## src/rtl/iiport_pkg.sv

```systemverilog
package iiport_pkg;

   // ---------------------------------------------------------------
   // Register map
   // ---------------------------------------------------------------
   localparam logic [1:0] OFS_INPUTS_LOW_BYTE_AND_IRQ0_CLEAR = 2'h0;
   localparam logic [1:0] OFS_INPUTS_SECOND_BYTE = 2'h1;
   localparam logic [1:0] OFS_INPUTS_THIRD_BYTE_AND_IRQ16_CLEAR = 2'h2;
   localparam logic [1:0] OFS_INPUTS_HIGH_BYTE = 2'h3;

   // ---------------------------------------------------------------
   // Address and channel layout
   // ---------------------------------------------------------------
   localparam int ADDR_W = 10;
   localparam int BASE_MSB = 9;
   localparam int BASE_LSB = 2;
   localparam logic [7:0] BASE_SWITCH_FACTORY = 8'hC0;
   localparam int CH_W = 32;
   localparam int BYTE_W = 8;
   localparam int IRQ_SRC_N = 2;
   localparam int IRQ_SRC0_BIT = 0;
   localparam int IRQ_SRC1_BIT = 16;
   localparam int IRQ_LEVEL_N = 8;
   localparam logic [CH_W-1:0] INPUTS_RESET = 32'h0000_0000;
   localparam logic [BYTE_W-1:0] READ_IDLE = 8'h00;

   // Host interrupt lines in order: 2, 3, 5, 7, 10, 11, 12, 15.
   localparam logic [IRQ_LEVEL_N-1:0] IRQ_LEVELS_NONE = 8'h00;

   typedef struct packed {
      logic [CH_W-1:0] inputs;
      logic [IRQ_SRC_N-1:0] prev;
      logic [IRQ_SRC_N-1:0] flag;
      logic [BYTE_W-1:0] rdata;
      logic [IRQ_LEVEL_N-1:0] irq;
   } iiport_state_t;

endpackage

```

## src/rtl/iiport_top.sv

```systemverilog
`timescale 1ns/10ps
module iiport_top
(
   input wire logic clk,
   input wire logic reset,
   input wire logic [iiport_pkg::ADDR_W-1:0] io_addr,
   input wire logic io_rd,
   input wire logic io_wr,
   input wire logic [iiport_pkg::BYTE_W-1:0] io_wdata,
   input wire logic [7:0] base_address_switch,
   input wire logic [iiport_pkg::CH_W-1:0] isolated_input_channel,
   input wire logic [iiport_pkg::IRQ_LEVEL_N-1:0] irq_level_jumper_zero,
   input wire logic [iiport_pkg::IRQ_LEVEL_N-1:0]
      irq_level_jumper_sixteen,
   input wire logic first_edge_select_jumper,
   input wire logic second_edge_select_jumper,
   output logic [iiport_pkg::BYTE_W-1:0] io_rdata,
   output logic [iiport_pkg::IRQ_LEVEL_N-1:0] host_irq,
   output logic [iiport_pkg::IRQ_SRC_N-1:0] irq_flag
);
   import iiport_pkg::*;

   iiport_state_t s_q;
   iiport_state_t s_d;
   logic hit;
   logic [1:0] ofs;
   logic [IRQ_SRC_N-1:0] cur;
   logic [IRQ_SRC_N-1:0] rise_sel;
   logic [IRQ_SRC_N-1:0] edge_hit;
   logic [IRQ_SRC_N-1:0] clr;
   logic [IRQ_LEVEL_N-1:0] jumper [IRQ_SRC_N];

   // ---------------------------------------------------------------
   // Address decode
   // ---------------------------------------------------------------
   assign hit = (io_addr[BASE_MSB:BASE_LSB] == base_address_switch);
   assign ofs = io_addr[1:0];

   assign cur = {s_q.inputs[IRQ_SRC1_BIT], s_q.inputs[IRQ_SRC0_BIT]};
   assign rise_sel = {second_edge_select_jumper, first_edge_select_jumper};
   assign jumper[0] = irq_level_jumper_zero;
   assign jumper[1] = irq_level_jumper_sixteen;
   assign clr[0] = hit && io_wr
      && ofs == OFS_INPUTS_LOW_BYTE_AND_IRQ0_CLEAR;
   assign clr[1] = hit && io_wr
      && ofs == OFS_INPUTS_THIRD_BYTE_AND_IRQ16_CLEAR;

   // ---------------------------------------------------------------
   // Edge detection per interrupt source
   // ---------------------------------------------------------------
   // A jumper high selects the rising edge, low the falling edge.
   for (genvar i = 0; i < IRQ_SRC_N; i++)
   begin : g_src
      assign edge_hit[i] = rise_sel[i] ? (cur[i] && !s_q.prev[i])
                                      : (!cur[i] && s_q.prev[i]);
   end

   // ---------------------------------------------------------------
   // Next state
   // ---------------------------------------------------------------
   always_comb
   begin
      s_d = s_q;
      s_d.inputs = isolated_input_channel;
      s_d.prev = cur;
      // A new edge in the clearing cycle wins, so no event is lost.
      s_d.flag = (s_q.flag & ~clr) | edge_hit;
      s_d.rdata = READ_IDLE;
      if (hit && io_rd)
      begin
         unique case (ofs)
            OFS_INPUTS_LOW_BYTE_AND_IRQ0_CLEAR: s_d.rdata = s_q.inputs[7:0];
            OFS_INPUTS_SECOND_BYTE: s_d.rdata = s_q.inputs[15:8];
            OFS_INPUTS_THIRD_BYTE_AND_IRQ16_CLEAR:
               s_d.rdata = s_q.inputs[23:16];
            OFS_INPUTS_HIGH_BYTE: s_d.rdata = s_q.inputs[31:24];
         endcase
      end
      s_d.irq = IRQ_LEVELS_NONE;
      for (int i = 0; i < IRQ_SRC_N; i++)
      begin
         if (s_d.flag[i])
         begin
            s_d.irq = s_d.irq | jumper[i];
         end
      end
   end

   always_ff @(posedge clk or posedge reset)
   begin
      if (reset)
      begin
         s_q <= '{inputs: INPUTS_RESET, prev: '0, flag: '0,
                  rdata: READ_IDLE, irq: IRQ_LEVELS_NONE};
      end
      else
      begin
         s_q <= s_d;
      end
   end

   assign io_rdata = s_q.rdata;
   assign host_irq = s_q.irq;
   assign irq_flag = s_q.flag;

   // ---------------------------------------------------------------
   // Checks
   // ---------------------------------------------------------------
   chk_edge_sets_flag: assert property (
      @(posedge clk) disable iff (reset)
      edge_hit[0] |=> irq_flag[0])
      else $error("Channel 0 edge did not set its flag.");

   chk_flag_holds: assert property (
      @(posedge clk) disable iff (reset)
      irq_flag[1] && !clr[1] |=> irq_flag[1])
      else $error("Channel 16 flag dropped without a clear.");

   chk_clear_flag: assert property (
      @(posedge clk) disable iff (reset)
      clr[0] && !edge_hit[0] |=> !irq_flag[0])
      else $error("Write to offset 0 did not clear flag.");

   chk_no_jumper_quiet: assert property (
      @(posedge clk) disable iff (reset)
      (irq_level_jumper_zero == '0 && irq_level_jumper_sixteen == '0)
      |=> host_irq == '0)
      else $error("Interrupt raised with no level jumper.");

   chk_irq_routing: assert property (
      @(posedge clk) disable iff (reset)
      irq_flag[0] && !irq_flag[1]
      |-> host_irq == $past(irq_level_jumper_zero))
      else $error("Channel 0 request on wrong level.");

   chk_read_byte1: assert property (
      @(posedge clk) disable iff (reset)
      hit && io_rd && ofs == OFS_INPUTS_SECOND_BYTE
      |=> io_rdata == $past(s_q.inputs[15:8]))
      else $error("Offset 1 read returned wrong byte.");

   chk_miss_idle: assert property (
      @(posedge clk) disable iff (reset)
      !hit |=> io_rdata == READ_IDLE)
      else $error("Read data driven for foreign address.");

   chk_odd_write: assert property (
      @(posedge clk) disable iff (reset)
      io_wr && ofs[0] && !edge_hit[0] && irq_flag[0] |=> irq_flag[0])
      else $error("Write to offset 1 or 3 cleared a flag.");

   // ---------------------------------------------------------------
   // Further checks for both sources, the level routing and the read path
   // ---------------------------------------------------------------
   chk_edge_flag16: assert property (
      @(posedge clk) disable iff (reset)
      edge_hit[1] |=> irq_flag[1])
      else $error("Channel 16 edge did not set its flag.");

   chk_rise_seen: assert property (
      @(posedge clk) disable iff (reset)
      $rose(cur[0]) && first_edge_select_jumper |=> irq_flag[0])
      else $error("Channel 0 rising edge missed.");

   chk_fall_seen16: assert property (
      @(posedge clk) disable iff (reset)
      $fell(cur[1]) && !second_edge_select_jumper |=> irq_flag[1])
      else $error("Channel 16 falling edge missed.");

   chk_clear_flag16: assert property (
      @(posedge clk) disable iff (reset)
      clr[1] && !edge_hit[1] |=> !irq_flag[1])
      else $error("Write to offset 2 did not clear flag.");

   chk_flag0_holds: assert property (
      @(posedge clk) disable iff (reset)
      irq_flag[0] && !clr[0] |=> irq_flag[0])
      else $error("Channel 0 flag dropped without a clear.");

   chk_irq16_routing: assert property (
      @(posedge clk) disable iff (reset)
      irq_flag[1] && !irq_flag[0]
      |-> host_irq == $past(irq_level_jumper_sixteen))
      else $error("Channel 16 request on wrong level.");

   chk_irq_both: assert property (
      @(posedge clk) disable iff (reset)
      irq_flag[0] && irq_flag[1]
      |-> host_irq == ($past(irq_level_jumper_zero)
                       | $past(irq_level_jumper_sixteen)))
      else $error("Combined request on wrong levels.");

   chk_no_flag_quiet: assert property (
      @(posedge clk) disable iff (reset)
      irq_flag == '0 |-> host_irq == '0)
      else $error("Interrupt raised with no flag set.");

   chk_flag0_needs_edge: assert property (
      @(posedge clk) disable iff (reset)
      !irq_flag[0] && !edge_hit[0] |=> !irq_flag[0])
      else $error("Channel 0 flag set without an edge.");

   chk_flag16_needs_edge: assert property (
      @(posedge clk) disable iff (reset)
      !irq_flag[1] && !edge_hit[1] |=> !irq_flag[1])
      else $error("Channel 16 flag set without an edge.");

   chk_read_byte0: assert property (
      @(posedge clk) disable iff (reset)
      hit && io_rd && ofs == OFS_INPUTS_LOW_BYTE_AND_IRQ0_CLEAR
      |=> io_rdata == $past(s_q.inputs[7:0]))
      else $error("Offset 0 read returned wrong byte.");

   chk_read_byte2: assert property (
      @(posedge clk) disable iff (reset)
      hit && io_rd && ofs == OFS_INPUTS_THIRD_BYTE_AND_IRQ16_CLEAR
      |=> io_rdata == $past(s_q.inputs[23:16]))
      else $error("Offset 2 read returned wrong byte.");

   chk_read_byte3: assert property (
      @(posedge clk) disable iff (reset)
      hit && io_rd && ofs == OFS_INPUTS_HIGH_BYTE
      |=> io_rdata == $past(s_q.inputs[31:24]))
      else $error("Offset 3 read returned wrong byte.");

   chk_no_read_idle: assert property (
      @(posedge clk) disable iff (reset)
      !io_rd |=> io_rdata == READ_IDLE)
      else $error("Read data driven without a read.");

   chk_odd_write16: assert property (
      @(posedge clk) disable iff (reset)
      io_wr && ofs[0] && !edge_hit[1] && irq_flag[1] |=> irq_flag[1])
      else $error("Write to offset 1 or 3 cleared channel 16.");

endmodule

```

## config.mk

```make
export PLATFORM = sky130hd
export DESIGN_NAME = iiport_top
export DESIGN_NICKNAME = d
export VERILOG_FILES = /design/src/rtl/iiport_pkg.sv /design/src/rtl/iiport_top.sv
export SDC_FILE = /design/constraint.sdc
export NUM_CORES = 1
export LEC_CHECK = 0
export BUFFER_PORTS_ARGS = -buffer_cell sky130_fd_sc_hd__buf_2
export CORE_MARGIN = 2
export CORE_UTILIZATION = 49
export DETAILED_ROUTE_END_ITERATION = 8
export PLACE_DENSITY_LB_ADDON = 0.05
export SYNTH_ARGS = -nofsm -noshare
export SYNTH_HDL_FRONTEND = slang
export SYNTH_SLANG_ARGS = --single-unit
```

## constraint.sdc

```tcl
create_clock -name clk -period 2.4 [get_ports clk]
set_input_delay 0.12 -clock clk [delete_from_list [all_inputs] [get_ports clk]]
set_output_delay 0.12 -clock clk [all_outputs]
set_load 0.02 [all_outputs]
```

# After elaboration in Yosys (flattened, before gate mapping)
# Index checks and enable logic that the tools add are counted.
[op_classes]
add_sub_neg = 0
mul = 0
n_div = 0
magnitude_cmp = 0
n_eq_ne = 4
n_shift = 0
mux = 6
bitwise_logic = 4
reduce_logical = 13
[ops]
columns = ["operator", "n"]
rows = [
  ["$pmux 8 s4", 1],
  ["$mux 8", 3],
  ["$eq 8x8->1", 1],
  ["$logic_and 1x1->1", 8],
  ["$or 8x8->8", 1],
  ["$eq 2x2->1 const B", 2],
  ["$logic_not 1->1", 4],
  ["$and 2x2->2", 1],
  ["$eq 2x1->1 const B", 1],
  ["$logic_not 2->1", 1],
  ["$mux 1", 2],
  ["$not 2->2", 1],
  ["$or 2x2->2", 1],
]
[totals]
regBits = 52
latch_bits = 0
ram_bits = 0
mem_bits_ro = 0
in_bits = 80
output_inout_bits = 18
word_cells = 32
memories = 0

# Logic depth before layout (Yosys ltp)
# Gate-level depths: netlist (run 1).
[logic_depth]
ltp_word = 9
ltp_mapped = 6
ltp_nobuf = 5

# Worst setup path before layout (run 1)
# OpenSTA, ideal clock, no wires.
[synth_timing]
kind = "register -> register"
startpoint = "reg s_q, in the netlist cur[0]"
endpoint = "reg s_q, in the netlist host_irq[0]"
setup_ps = 66
t_arrival_ps = 1197
required_ps = 2334
path_slack_ps = 1136
path_stages_with_launch = 6
path_buffers = 0
synth_period_minus_slack_ps = 1264
cell_sequence = "dfrtp_1 -> nand2b_1 -> o21ai_1 -> nor3_4 -> a21oi_4 -> a22o_1"
[synth_lines]
columns = ["item", "line_no", "source"]
rows = [
  ["from (decl)", "iiport_top.sv:23", "iiport_state_t s_q;"],
  ["from (signal assigned)", "iiport_top.sv:93", "s_q <= '{inputs: INPUTS_RESET, prev: '0, flag: '0,"],
]

==> results summary, run 1 <==
After floorplanning, the core was divided into 23 placement rows. The final setup violation count is 0. By area the synthesized netlist is led by dfrtp_1 (65%), mux4_2 (9.0%), buf_4 (7.1%). The hold-fix buffer count after cts is 32. The depth of the CTS H-tree came out at 2. The maximum number of pins on one net before global-route repair is 53. The library cell used most frequently in the layout, excluding fill and tap cells, is buf_2. The number of global-route vias before repair came out at 1,391. The sort of element at the start of the critical path is a flop. The count of final max-slew check failures came to 0. The highest net fanout along the worst path came out at 9. The clock tree buffer depth came out at 2.

TritonCTS built the clock tree. The average wire per cell in the routed design is 13.2 microns. At the end of routability-driven placement, the weighted congestion stood at 0.673. The fraction of layout instances using a drive strength above 1 is 49.1%.

Clock-pin slew was measured on the worst setup and hold paths at 0.08 ns. The number of distinct library cell variants in the gate-level netlist after synthesis is 22. The clock net sink count is 52. The internal power contribution is 1450 uW. On the worst path, the slowest cell contributes a delay of 0.40 ns.

The highest clock rate came out at 671 MHz. Per report_power, the sequential group accounts for 51.5% of the total. The share of total power dissipated in combinational logic is 11.7%.

The register bit count reported by yosys is 52. The run finished with clean final reports. Once placement finished, the instance area stood at 0.00236 sq mm. Counting cells, the worst reg-to-reg path comes to 5. Of the total power, the share spent switching nets is 19.2%. Headroom to the max-slew limit came out at 33.4%. In this run the static leakage power is 0.00133 uW. The violation count after the first detailed-routing iteration came out at 43. The final critical path takes up 62.1% of the cycle.

At the worst endpoint, the required time is 2.63 ns. The arrival time at the worst endpoint came out at 1.72 ns. The first global-routing pass estimated 5.87 mm of wire. After detailed routing, the number of vias per cell comes to 4.66. The average cell area after synthesis came out at 16.1 sq um. Setup total negative slack on the finished layout was measured at 0 ns. Across all layers, the routed design uses 1,313 vias.

The setup clock skew after layout came out at 0.00587 ns. The synthesized netlist net count is 204. The number of diodes added for antenna fixing came out at 0. The die area came out at 0.00461 sq mm.

Setup repair after global routing left no endpoint under its margin. The synthesis warning total is 0. The total iterations of the first detailed-routing run is 4. In the layout the commonest cells are buf_2 (89), dfrtp_1 (52), dlygate4sd3_1 (32). The total routing usage reported by global routing came out at 18.1%. The worst-case IR drop observed on VDD is 0.000469 V. The sequential element share of the synthesized area is 65.1%. The kind of path behind the tightest hold check is in2reg. The remaining number of nets flagged by the antenna check after routing came out at 0. The power dissipated by switching net loads came out at 344 uW. The total setup buffers inserted after CTS is 0.

Traced cell by cell, the critical path runs through nand2b_1 -> o21ai_1 -> nor2_1 -> a21oi_4 -> a22o_1. The share of total power in the clock network is 36.8%. Gates resized during post-CTS repair numbered 0. Compared with the post-synthesis result, the final layout area differs by 40.5%. The actual slew at the worst max-slew pin is 0.998 ns. The count of boundary I/O pins came out at 98. The later pin in the worst-skew pair is clocked with a latency of 0.29 ns. For this block, the routed nets add up to 3.71 mm of wire.

The final period demand of the worst path came out at 1.49 ns. The hold violation total from the final report is 0. The port buffer count came out at 89. In this run the clock root is driven by a clkbuf_8.

The final cell utilization of the core came out at 70.7%. The worst setup path is captured at a flop. The total overflow left after global routing is 0. Dividing total power by cell area gives a power density of 637 mW/mm^2. After technology mapping, the gate count stands at 124.

The synthesized cell area is 0.00200 sq mm. dfrtp_1 takes more of the synthesized area than any other cell. The count of nets after finishing came out at 312. After routing the design area is 0.00281 sq mm.

The critical path is of the reg2reg type. The slowest stage of the critical path is the dfrtp_1 cell. In this run the standard cell core region covers 0.00397 sq mm. The cell depth of the worst min-delay path came out at 2. The horizontal extent of the die is 67.9 microns. The final routed DRC violation total is 0. The initial antenna violation count came out at 0. The die height came out at 67.9 microns.

The initial cell density of the core came out at 50.3%. The placed wire-length estimate is 2.60 mm. The number of maximum-capacitance constraint violations came out at 0. The number of clock buffers added by TritonCTS is 5.

The synthesized design devotes to its leading area cell type 65.1% of total area.
power groups by stage:
stage | clock [uW] | combinational [uW] | sequential [uW]
6_report | 659 | 209 | 922
5_1_grt | 716 | 230 | 926
4_1_cts | 681 | 212 | 922
3_5_place_dp | 0 | 171 | 940
3_3_place_gp | 0 | 165 | 937
2_1_floorplan | 0 | 105 | 936
cell families after synthesis:
family	share of synthesized area [%]
buffers and inverters	7.57
DFF	65.1
AOI/OAI and AO/OA	5.26
and+or+nand+nor	8.82
muxes	9.01
xor gates and xnor gates	4.26
path summary, 6_finish.rpt:
| check | start | to | slack, ns |
|---|---|---|---|
| min | irq_level_jumper_sixteen[5] | host_irq[5]$_DFF_PP0_ | 0.04 |
| max in group asynchronous | reset | s_q[19]$_DFF_PP0_ | 1.72 |
| max reg2reg | cur[0]$_DFF_PP0_ | host_irq[3]$_DFF_PP0_ | 0.91 |
| max | cur[0]$_DFF_PP0_ | host_irq[3]$_DFF_PP0_ | 0.91 |
| min in group asynchronous | reset | io_rdata[7]$_DFF_PP0_ | 0.06 |
| min reg2reg | cur[0]$_DFF_PP0_ | s_q[18]$_DFF_PP0_ | 0.42 |
sequential cells by signal (all words and copies together) (netlist names):
signal and flops:
host_irq 8, cur 2, io_rdata 8, s_q 32, irq_flag 2
metrics by stage:
step	std cells	setup slack [ns]	power, uW	hold slack (ns)
final	282	0.909	1790	0.0437
after global placement	243	0.988	1100	0.228
after floorplan	124	1.02	1040	0.151
after global routing	282	0.780	1870	0.0381
after detailed placement	243	0.899	1110	0.229
after CTS	282	0.877	1810	0.0331
worst max-delay path: cells and delay by family (launching register included):
family           cells  cell delay [ns]
AO/OA/AOI/OAI        3             0.76
flip-flops           1             0.40
AND/OR/NAND/NOR      2             0.27
synthesized netlist by cell type:
master	n
nor3_4	2
xnor2_2	2
a22o_1	8
a21oi_2	1
buf_2	1
nand4_4	1
nand4_1	1
dfrtp_1	52
xnor2_1	4
nor3_2	1
mux4_2	8
nor2b_1	8
buf_4	19
a21oi_4	1
inv_1	1
nand3b_1	3
o21ai_1	2
nor2_1	3
xor2_1	2
nand2_1	1
nand2b_1	2
nand2_2	1
per-layer routing:
layer  global-route usage, %  routed length (microns)  part of all wire, %
met1                    18.4                     1320                   35
met2                    34.7                     2130                   57
met4                    6.50                       27                 0.73
met3                    5.59                      239                  6.4
met5                       0                        0                    0
area by class of cell:
cell class	count	area, sq um
multi-input cells	51	547
well taps	50	62.6
fillers	287	1160
clock buffers	5	68.8
clock inverters	2	60.1
repair buffers	121	766
inverters	1	3.75
flip-flops and latches	52	1300
Note: power is estimated with default switching activity, not from simulation.
==> run 2, diff against run 1 <==
CORE_UTILIZATION = 41   (was 49)
clock period = 1.26 ns   (was 2.4 ns; I/O delays follow)
==> results summary, run 2 (same netlist as run 1, synthesis figures left out) <==
The die height came out at 73.8 microns. The count of boundary I/O pins is 98. For the final database, setup skew stands at 0.00285 ns. The total power draw is 3340 uW. From left edge to right edge, the die measures 73.8 microns.

The depth of the CTS H-tree is 2. The routed via count came out at 1,411. At the worst endpoint, the required time is 1.44 ns. The average wire per cell in the routed design is 12.9 microns. The hold violation total from the final report came out at 0.

Wires add up to 4.20 mm. The number of cells after detailed placement came out at 267. Dividing total power by cell area gives a power density of 1070 mW/mm^2. In the post-route analysis, the smallest setup slack over all paths is -0.0399 ns. Ranked by flip-flop count, first place goes to s_q. The congestion estimate from routability-driven global placement came to 0.713. The violation count after the first detailed-routing iteration is 32. The largest incremental delay on the critical path came out at 0.39 ns. The most critical setup path has its startpoint at s_q[18]$_DFF_PP0_. The initial cell density of the core came out at 42.3%. The number of fill cells in the layout came out at 379. The synthesis-to-layout area growth is 55.9%. The final period demand of the worst path came out at 1.30 ns. The library cells used most frequently in the layout, excluding fill and tap cells, are buf_2 (89), dfrtp_1 (52), dlygate4sd3_1 (48). The placed wire-length estimate came out at 2.79 mm.

The clock-pin transition on the worst setup and hold timing paths came out at 0.09 ns. The highest net fanout along the worst path is 5. The cell with the largest stage delay on the worst path is dfrtp_1. The final setup violation count is 8. The maximum number of pins on one net before global-route repair is 53. The combinational share of power came out at 14.4%. The flip-flop count of the largest register after layout is 32. The critical path in this run is classified as reg2reg. The internal power contribution is 2620 uW. The fraction of layout instances using a drive strength above 1 is 50.4%. For this run, global-route usage on met2 was measured as 31.5%. Of the total power, the share spent switching nets is 21.5%. The number of diodes added for antenna fixing is 0.

The buffers plus inverters on the worst setup path came out at 0. The clock latency reported for the late side of the worst-skew pair came out at 0.29 ns. The final non-filler cell total came out at 327.

The total iterations of the first detailed-routing run came out at 3. The number of global-route vias before repair came out at 1,551. The kind of path behind the tightest hold check is in2reg.

The tightest slew margin relative to the limit is 79.6%. The startpoint identified for the worst hold timing path is irq_level_jumper_zero[3]. Traced cell by cell, the critical path runs through nand3b_1 -> o21ai_4 -> nor3_4 -> a21oi_4 -> a22o_1. Sequential cells account for 52.6% of the total power. The number of maximum-capacitance constraint violations came out at 0. The count of standard-cell rows came out at 25.

Summed over all layers, the global routing overflow is 0. The count of final max-slew check failures is 0. The leakage power summed over all cells came out at 0.00145 uW. TritonCTS built the clock tree. The met3 track demand over resource in global routing is 4.25%. Setup repair after global routing could not meet its margin everywhere. The flow ran to the end, but the final reports show violations. Leaving out fill and tap cells, the most frequent cell in the layout is buf_2. The final reports fail on setup timing. The port buffer count is 89. The clock net sink count came out at 52. The first-pass GRT wire length came out at 6.83 mm. The initial antenna violation count came out at 0. The share of total power in the clock network is 33.0%. STA classifies the critical path startpoint as a flop.

The count of nets after finishing is 339. The worst register-to-register path begins at s_q[18]$_DFF_PP0_. In this run, CTS created clock tree buffers numbering 5. The power dissipated by switching net loads came out at 717 uW.

The final routed DRC violation total is 0. The layer with the highest usage after global routing is met2. In the global route stage, met1 resource usage came out at 19.3%. The remaining number of nets flagged by the antenna check after routing is 0. The highest clock rate is 769 MHz. Clock tree synthesis selected as its root buffer the cell clkbuf_8. The clock tree buffer depth is 2. The arrival time at the worst endpoint is 1.48 ns. The worst supply voltage drop on vdd came out at 0.000699 V. For this run, the total global-route usage over all layers was measured as 17.2%. The cell family contributing the most delay on the critical path is compound AO/OA/AOI/OAI gates. After layout, the worst path uses 103% of the clock period. STA classifies the critical path endpoint as a flop. The via density per instance is 4.31. The core area is 0.00472 sq mm. The actual slew at the worst max-slew pin is 0.305 ns. The die area is 0.00545 sq mm.
## run 2: cell count changes in the layout (fill, tap and decap cells not counted), moves of 2 or more
cell and delta:
nand2b_1 -2, dlygate4sd3_1 +16, o21ai_4 +2, nand2b_4 +2, clkinvlp_4 +2, buf_4 +9, o21ai_1 -2
## run 2: area by class of cell
class,count,area (sq um),share of cell area (%)
Timing Repair Buffer,147,1010,32.5
Clock inverter,3,42.5,1.36
Multi-Input combinational cell,52,601,19.3
Inverter,1,7.51,0.241
Sequential cell,52,1300,41.7
Tap cell,67,83.8,2.69
Clock buffer,5,68.8,2.21
## run 2: layer usage
layer	vias to the layer above	part of all wire, %
met4	0	1.1
met2	44	56
met5	-	0
met3	7	4.7
met1	680	38
li1	680	-
## run 2: path summary, 6_finish.rpt
check                                        endpoint  cells past startpoint  slack (ns)
min in group asynchronous           s_q[43]$_DFF_PP0_                      4        0.37
max in group asynchronous       host_irq[5]$_DFF_PP0_                      4        0.66
worst min register to register      s_q[19]$_DFF_PP0_                      0        0.44
worst min-delay path            host_irq[3]$_DFF_PP0_                      2        0.02
worst max register to register  host_irq[3]$_DFF_PP0_                      5       -0.04
worst max-delay path            host_irq[3]$_DFF_PP0_                      5       -0.04
## run 2: what timing repair did
action	4_1_cts	5_1_grt
endpoints found under the setup margin	9	10
endpoints found under the hold margin	92	0
gates resized for setup	6	1
gates cloned	1	0
setup buffers	3	0
hold buffers	48	0
pin swaps	15	1
## run 2: power by group through the flow
| stage | Combinational (uW) | Sequential [uW] | Clock (uW) |
|---|---|---|---|
| after floorplan | 201 | 1780 | 0 |
| after detailed placement | 352 | 1790 | 0 |
| after global placement | 344 | 1790 | 0 |
| after CTS | 482 | 1760 | 1150 |
| after global routing | 525 | 1760 | 1230 |
| final | 481 | 1760 | 1100 |
## run 2: stage by stage
stage	setup slack [ns]	TNS (ns)	hold slack, ns	cell area, sq um	util, %
global route	-0.137	-1.05	0.00312	3120	66.0
global placement	-0.0843	-0.627	0.143	2450	51.9
finish	-0.0399	-0.270	0.0161	3120	66.0
CTS	-0.0558	-0.385	0.00118	3110	65.9
detailed placement	-0.122	-0.853	0.151	2450	51.9
floorplan	0.0177	0	0.0944	2010	-
==> run 3, diff against run 2 <==
REMOVE_ABC_BUFFERS = 1   (was default)
==> results summary, run 3 (same netlist as run 1, synthesis figures left out) <==
The run finished, with violations left. The final reports fail on setup timing. STA classifies the critical path endpoint as a flop. The total routing usage reported by global routing came out at 17.5%. The horizontal extent of the die is 73.8 microns.

After layout, the design draws a total of 3170 uW. TritonCTS built the clock tree. The final period demand of the worst path is 1.30 ns. More flip-flops sit in one register than any other, and that register is s_q. The highest net fanout along the worst path came out at 9. The detailed-route wire length is 4.43 mm. The total iterations of the first detailed-routing run is 4. The setup clock skew after layout is 0.00744 ns. The clock latency reported for the late side of the worst-skew pair is 0.31 ns.

The power density over the cells is 1030 mW/mm^2. The setup slack after layout is -0.0424 ns. The critical setup path kind is reg2reg. The leakage power summed over all cells is 0.00145 uW.

The count of standard-cell rows came out at 25. The count of final max-slew check failures came to 0. Derived from the worst setup path, the maximum achievable clock frequency is 768 MHz. The routed via count is 1,445.

The number of global-route vias before repair is 1,558. The min-delay analysis places its worst path in the category in2reg. The average wire per cell in the routed design is 13.5 microns. The period utilization came out at 103%. The data required time at the worst endpoint is 1.46 ns. The die covers 0.00545 sq mm. The placed wire-length estimate is 2.85 mm. The first-pass GRT wire length is 6.84 mm. The flip-flop count of the largest register after layout came out at 32. The worst supply voltage drop on vdd came out at 0.000527 V. The violation count after the first detailed-routing iteration is 45. Relative to the synthesized area, the layout overhead comes to 54.1%. The maximum number of pins on one net before global-route repair is 27. The fraction of layout instances using a drive strength above 1 came out at 49.6%. The core area is 0.00472 sq mm. The die is 73.8 microns tall. STA puts the critical path data arrival time at 1.50 ns. After the last flow step, the layout net total stands at 339. The worst setup path is launched from a flop. In the layout the commonest cells are buf_2 (89), dfrtp_1 (52), dlygate4sd3_1 (49). The port buffer count is 89.

In this run the remaining antenna-violating nets after routing total 0. The remaining global-route overflow is 0. The tightest slew margin relative to the limit is 73.3%. Using the TritonRoute via totals, the vias-per-cell ratio works out to 4.42.

Leaving out fill and tap cells, the most frequent cell in the layout is buf_2. The final setup violation count is 8. The clock passes through at most 2 buffers. The count of boundary I/O pins came out at 98.

The hold violation total from the final report came out at 0. Cells fill 65.2% of the core in the end. The number of diodes added for antenna fixing came out at 0. After clock tree synthesis, the clock-pin slew on the worst setup and hold paths is 0.09 ns. The number of clock buffers added by TritonCTS is 5. The CTS root buffer is clkbuf_8. At the placement stage, the worst setup path has a slack of -0.139 ns. The congestion estimate from routability-driven global placement came to 0.700.

The actual slew at the worst max-slew pin is 0.399 ns. In this run the number of H-tree levels came out at 2. CTS saw 52 sinks. The final total negative setup slack is -0.251 ns. The final routed DRC violation total is 0. The initial antenna violation count is 0. The tool flagged a number of max-cap violations equal to 0. Setup repair after global routing could not meet its margin everywhere. The initial cell density of the core is 42.3%.
[run 3: cell types whose count changed in the layout (fill, tap and decap cells not counted), moves of 2 or more]
cell,change
buf_4,-3
buf_6,+2
o21ai_4,-2
o21ai_2,+2
[run 3: cell type report]
| type | count | area (sq um) |
|---|---|---|
| Fill cell | 362 | 1640 |
| Sequential cell | 52 | 1300 |
| Timing Repair Buffer | 147 | 1020 |
| Multi-Input combinational cell | 52 | 581 |
| Tap cell | 67 | 83.8 |
| Clock buffer | 6 | 72.6 |
| Clock inverter | 2 | 16.3 |
| Inverter | 1 | 3.75 |
[run 3: worst paths after layout]
kind                                   start  depth (start not counted)  slack (ns)                     to
hold / removal                         io_rd                          3        0.08  io_rdata[3]$_DFF_PP0_
min in group asynchronous              reset                          3        0.28  irq_flag[1]$_DFF_PP0_
max in group asynchronous              reset                          4        0.50      s_q[46]$_DFF_PP0_
hold reg to reg             cur[0]$_DFF_PP0_                          1        0.53      s_q[18]$_DFF_PP0_
setup / recovery           s_q[19]$_DFF_PP0_                          6       -0.04  host_irq[5]$_DFF_PP0_
setup reg to reg           s_q[19]$_DFF_PP0_                          6       -0.04  host_irq[5]$_DFF_PP0_
[run 3: critical path, stage by stage, from the launching register on]
cell and delay, ns:
dfrtp_1 0.41, nand3b_1 0.14, o21ai_2 0.08, nor3_2 0.16, a21oi_2 0.08, buf_6 0.15
a22o_1 0.18
[run 3: report_power, final]
group | switching, uW | total (uW) | internal [uW]
clock | 531 | 927 | 395
combinational | 182 | 481 | 299
sequential | 21.6 | 1760 | 1740
total | 734 | 3170 | 2430
[run 3: metrics by stage]
step / cell area, sq um / instances / hold slack, ns
after CTS: 3060 / 327 / 0.0772
after detailed placement: 2450 / 267 / 0.0778
after floorplan: 1850 / 104 / 0.0944
after global placement: 2450 / 267 / 0.0683
after global routing: 3080 / 327 / 0.0735
final: 3080 / 327 / 0.0803
[run 3: timing repair]
action,4_1_cts,5_1_grt
gates resized for setup,4,3
hold buffers,49,0
pin swaps,3,0
cloned,1,0
setup buffers,2,0
endpoints found under the setup margin,10,10
endpoints found under the hold margin,56,0
[run 3: layer usage]
metal / up-vias / global-route usage (%) / routed length, microns / part of all wire (%)
met5: - / 0 / 0 / 0
met4: 0 / 8.48 / 109 / 2.5
met2: 58 / 33.7 / 2550 / 58
li1: 679 / - / - / -
met1: 697 / 17.0 / 1580 / 36
met3: 11 / 4.25 / 187 / 4.2
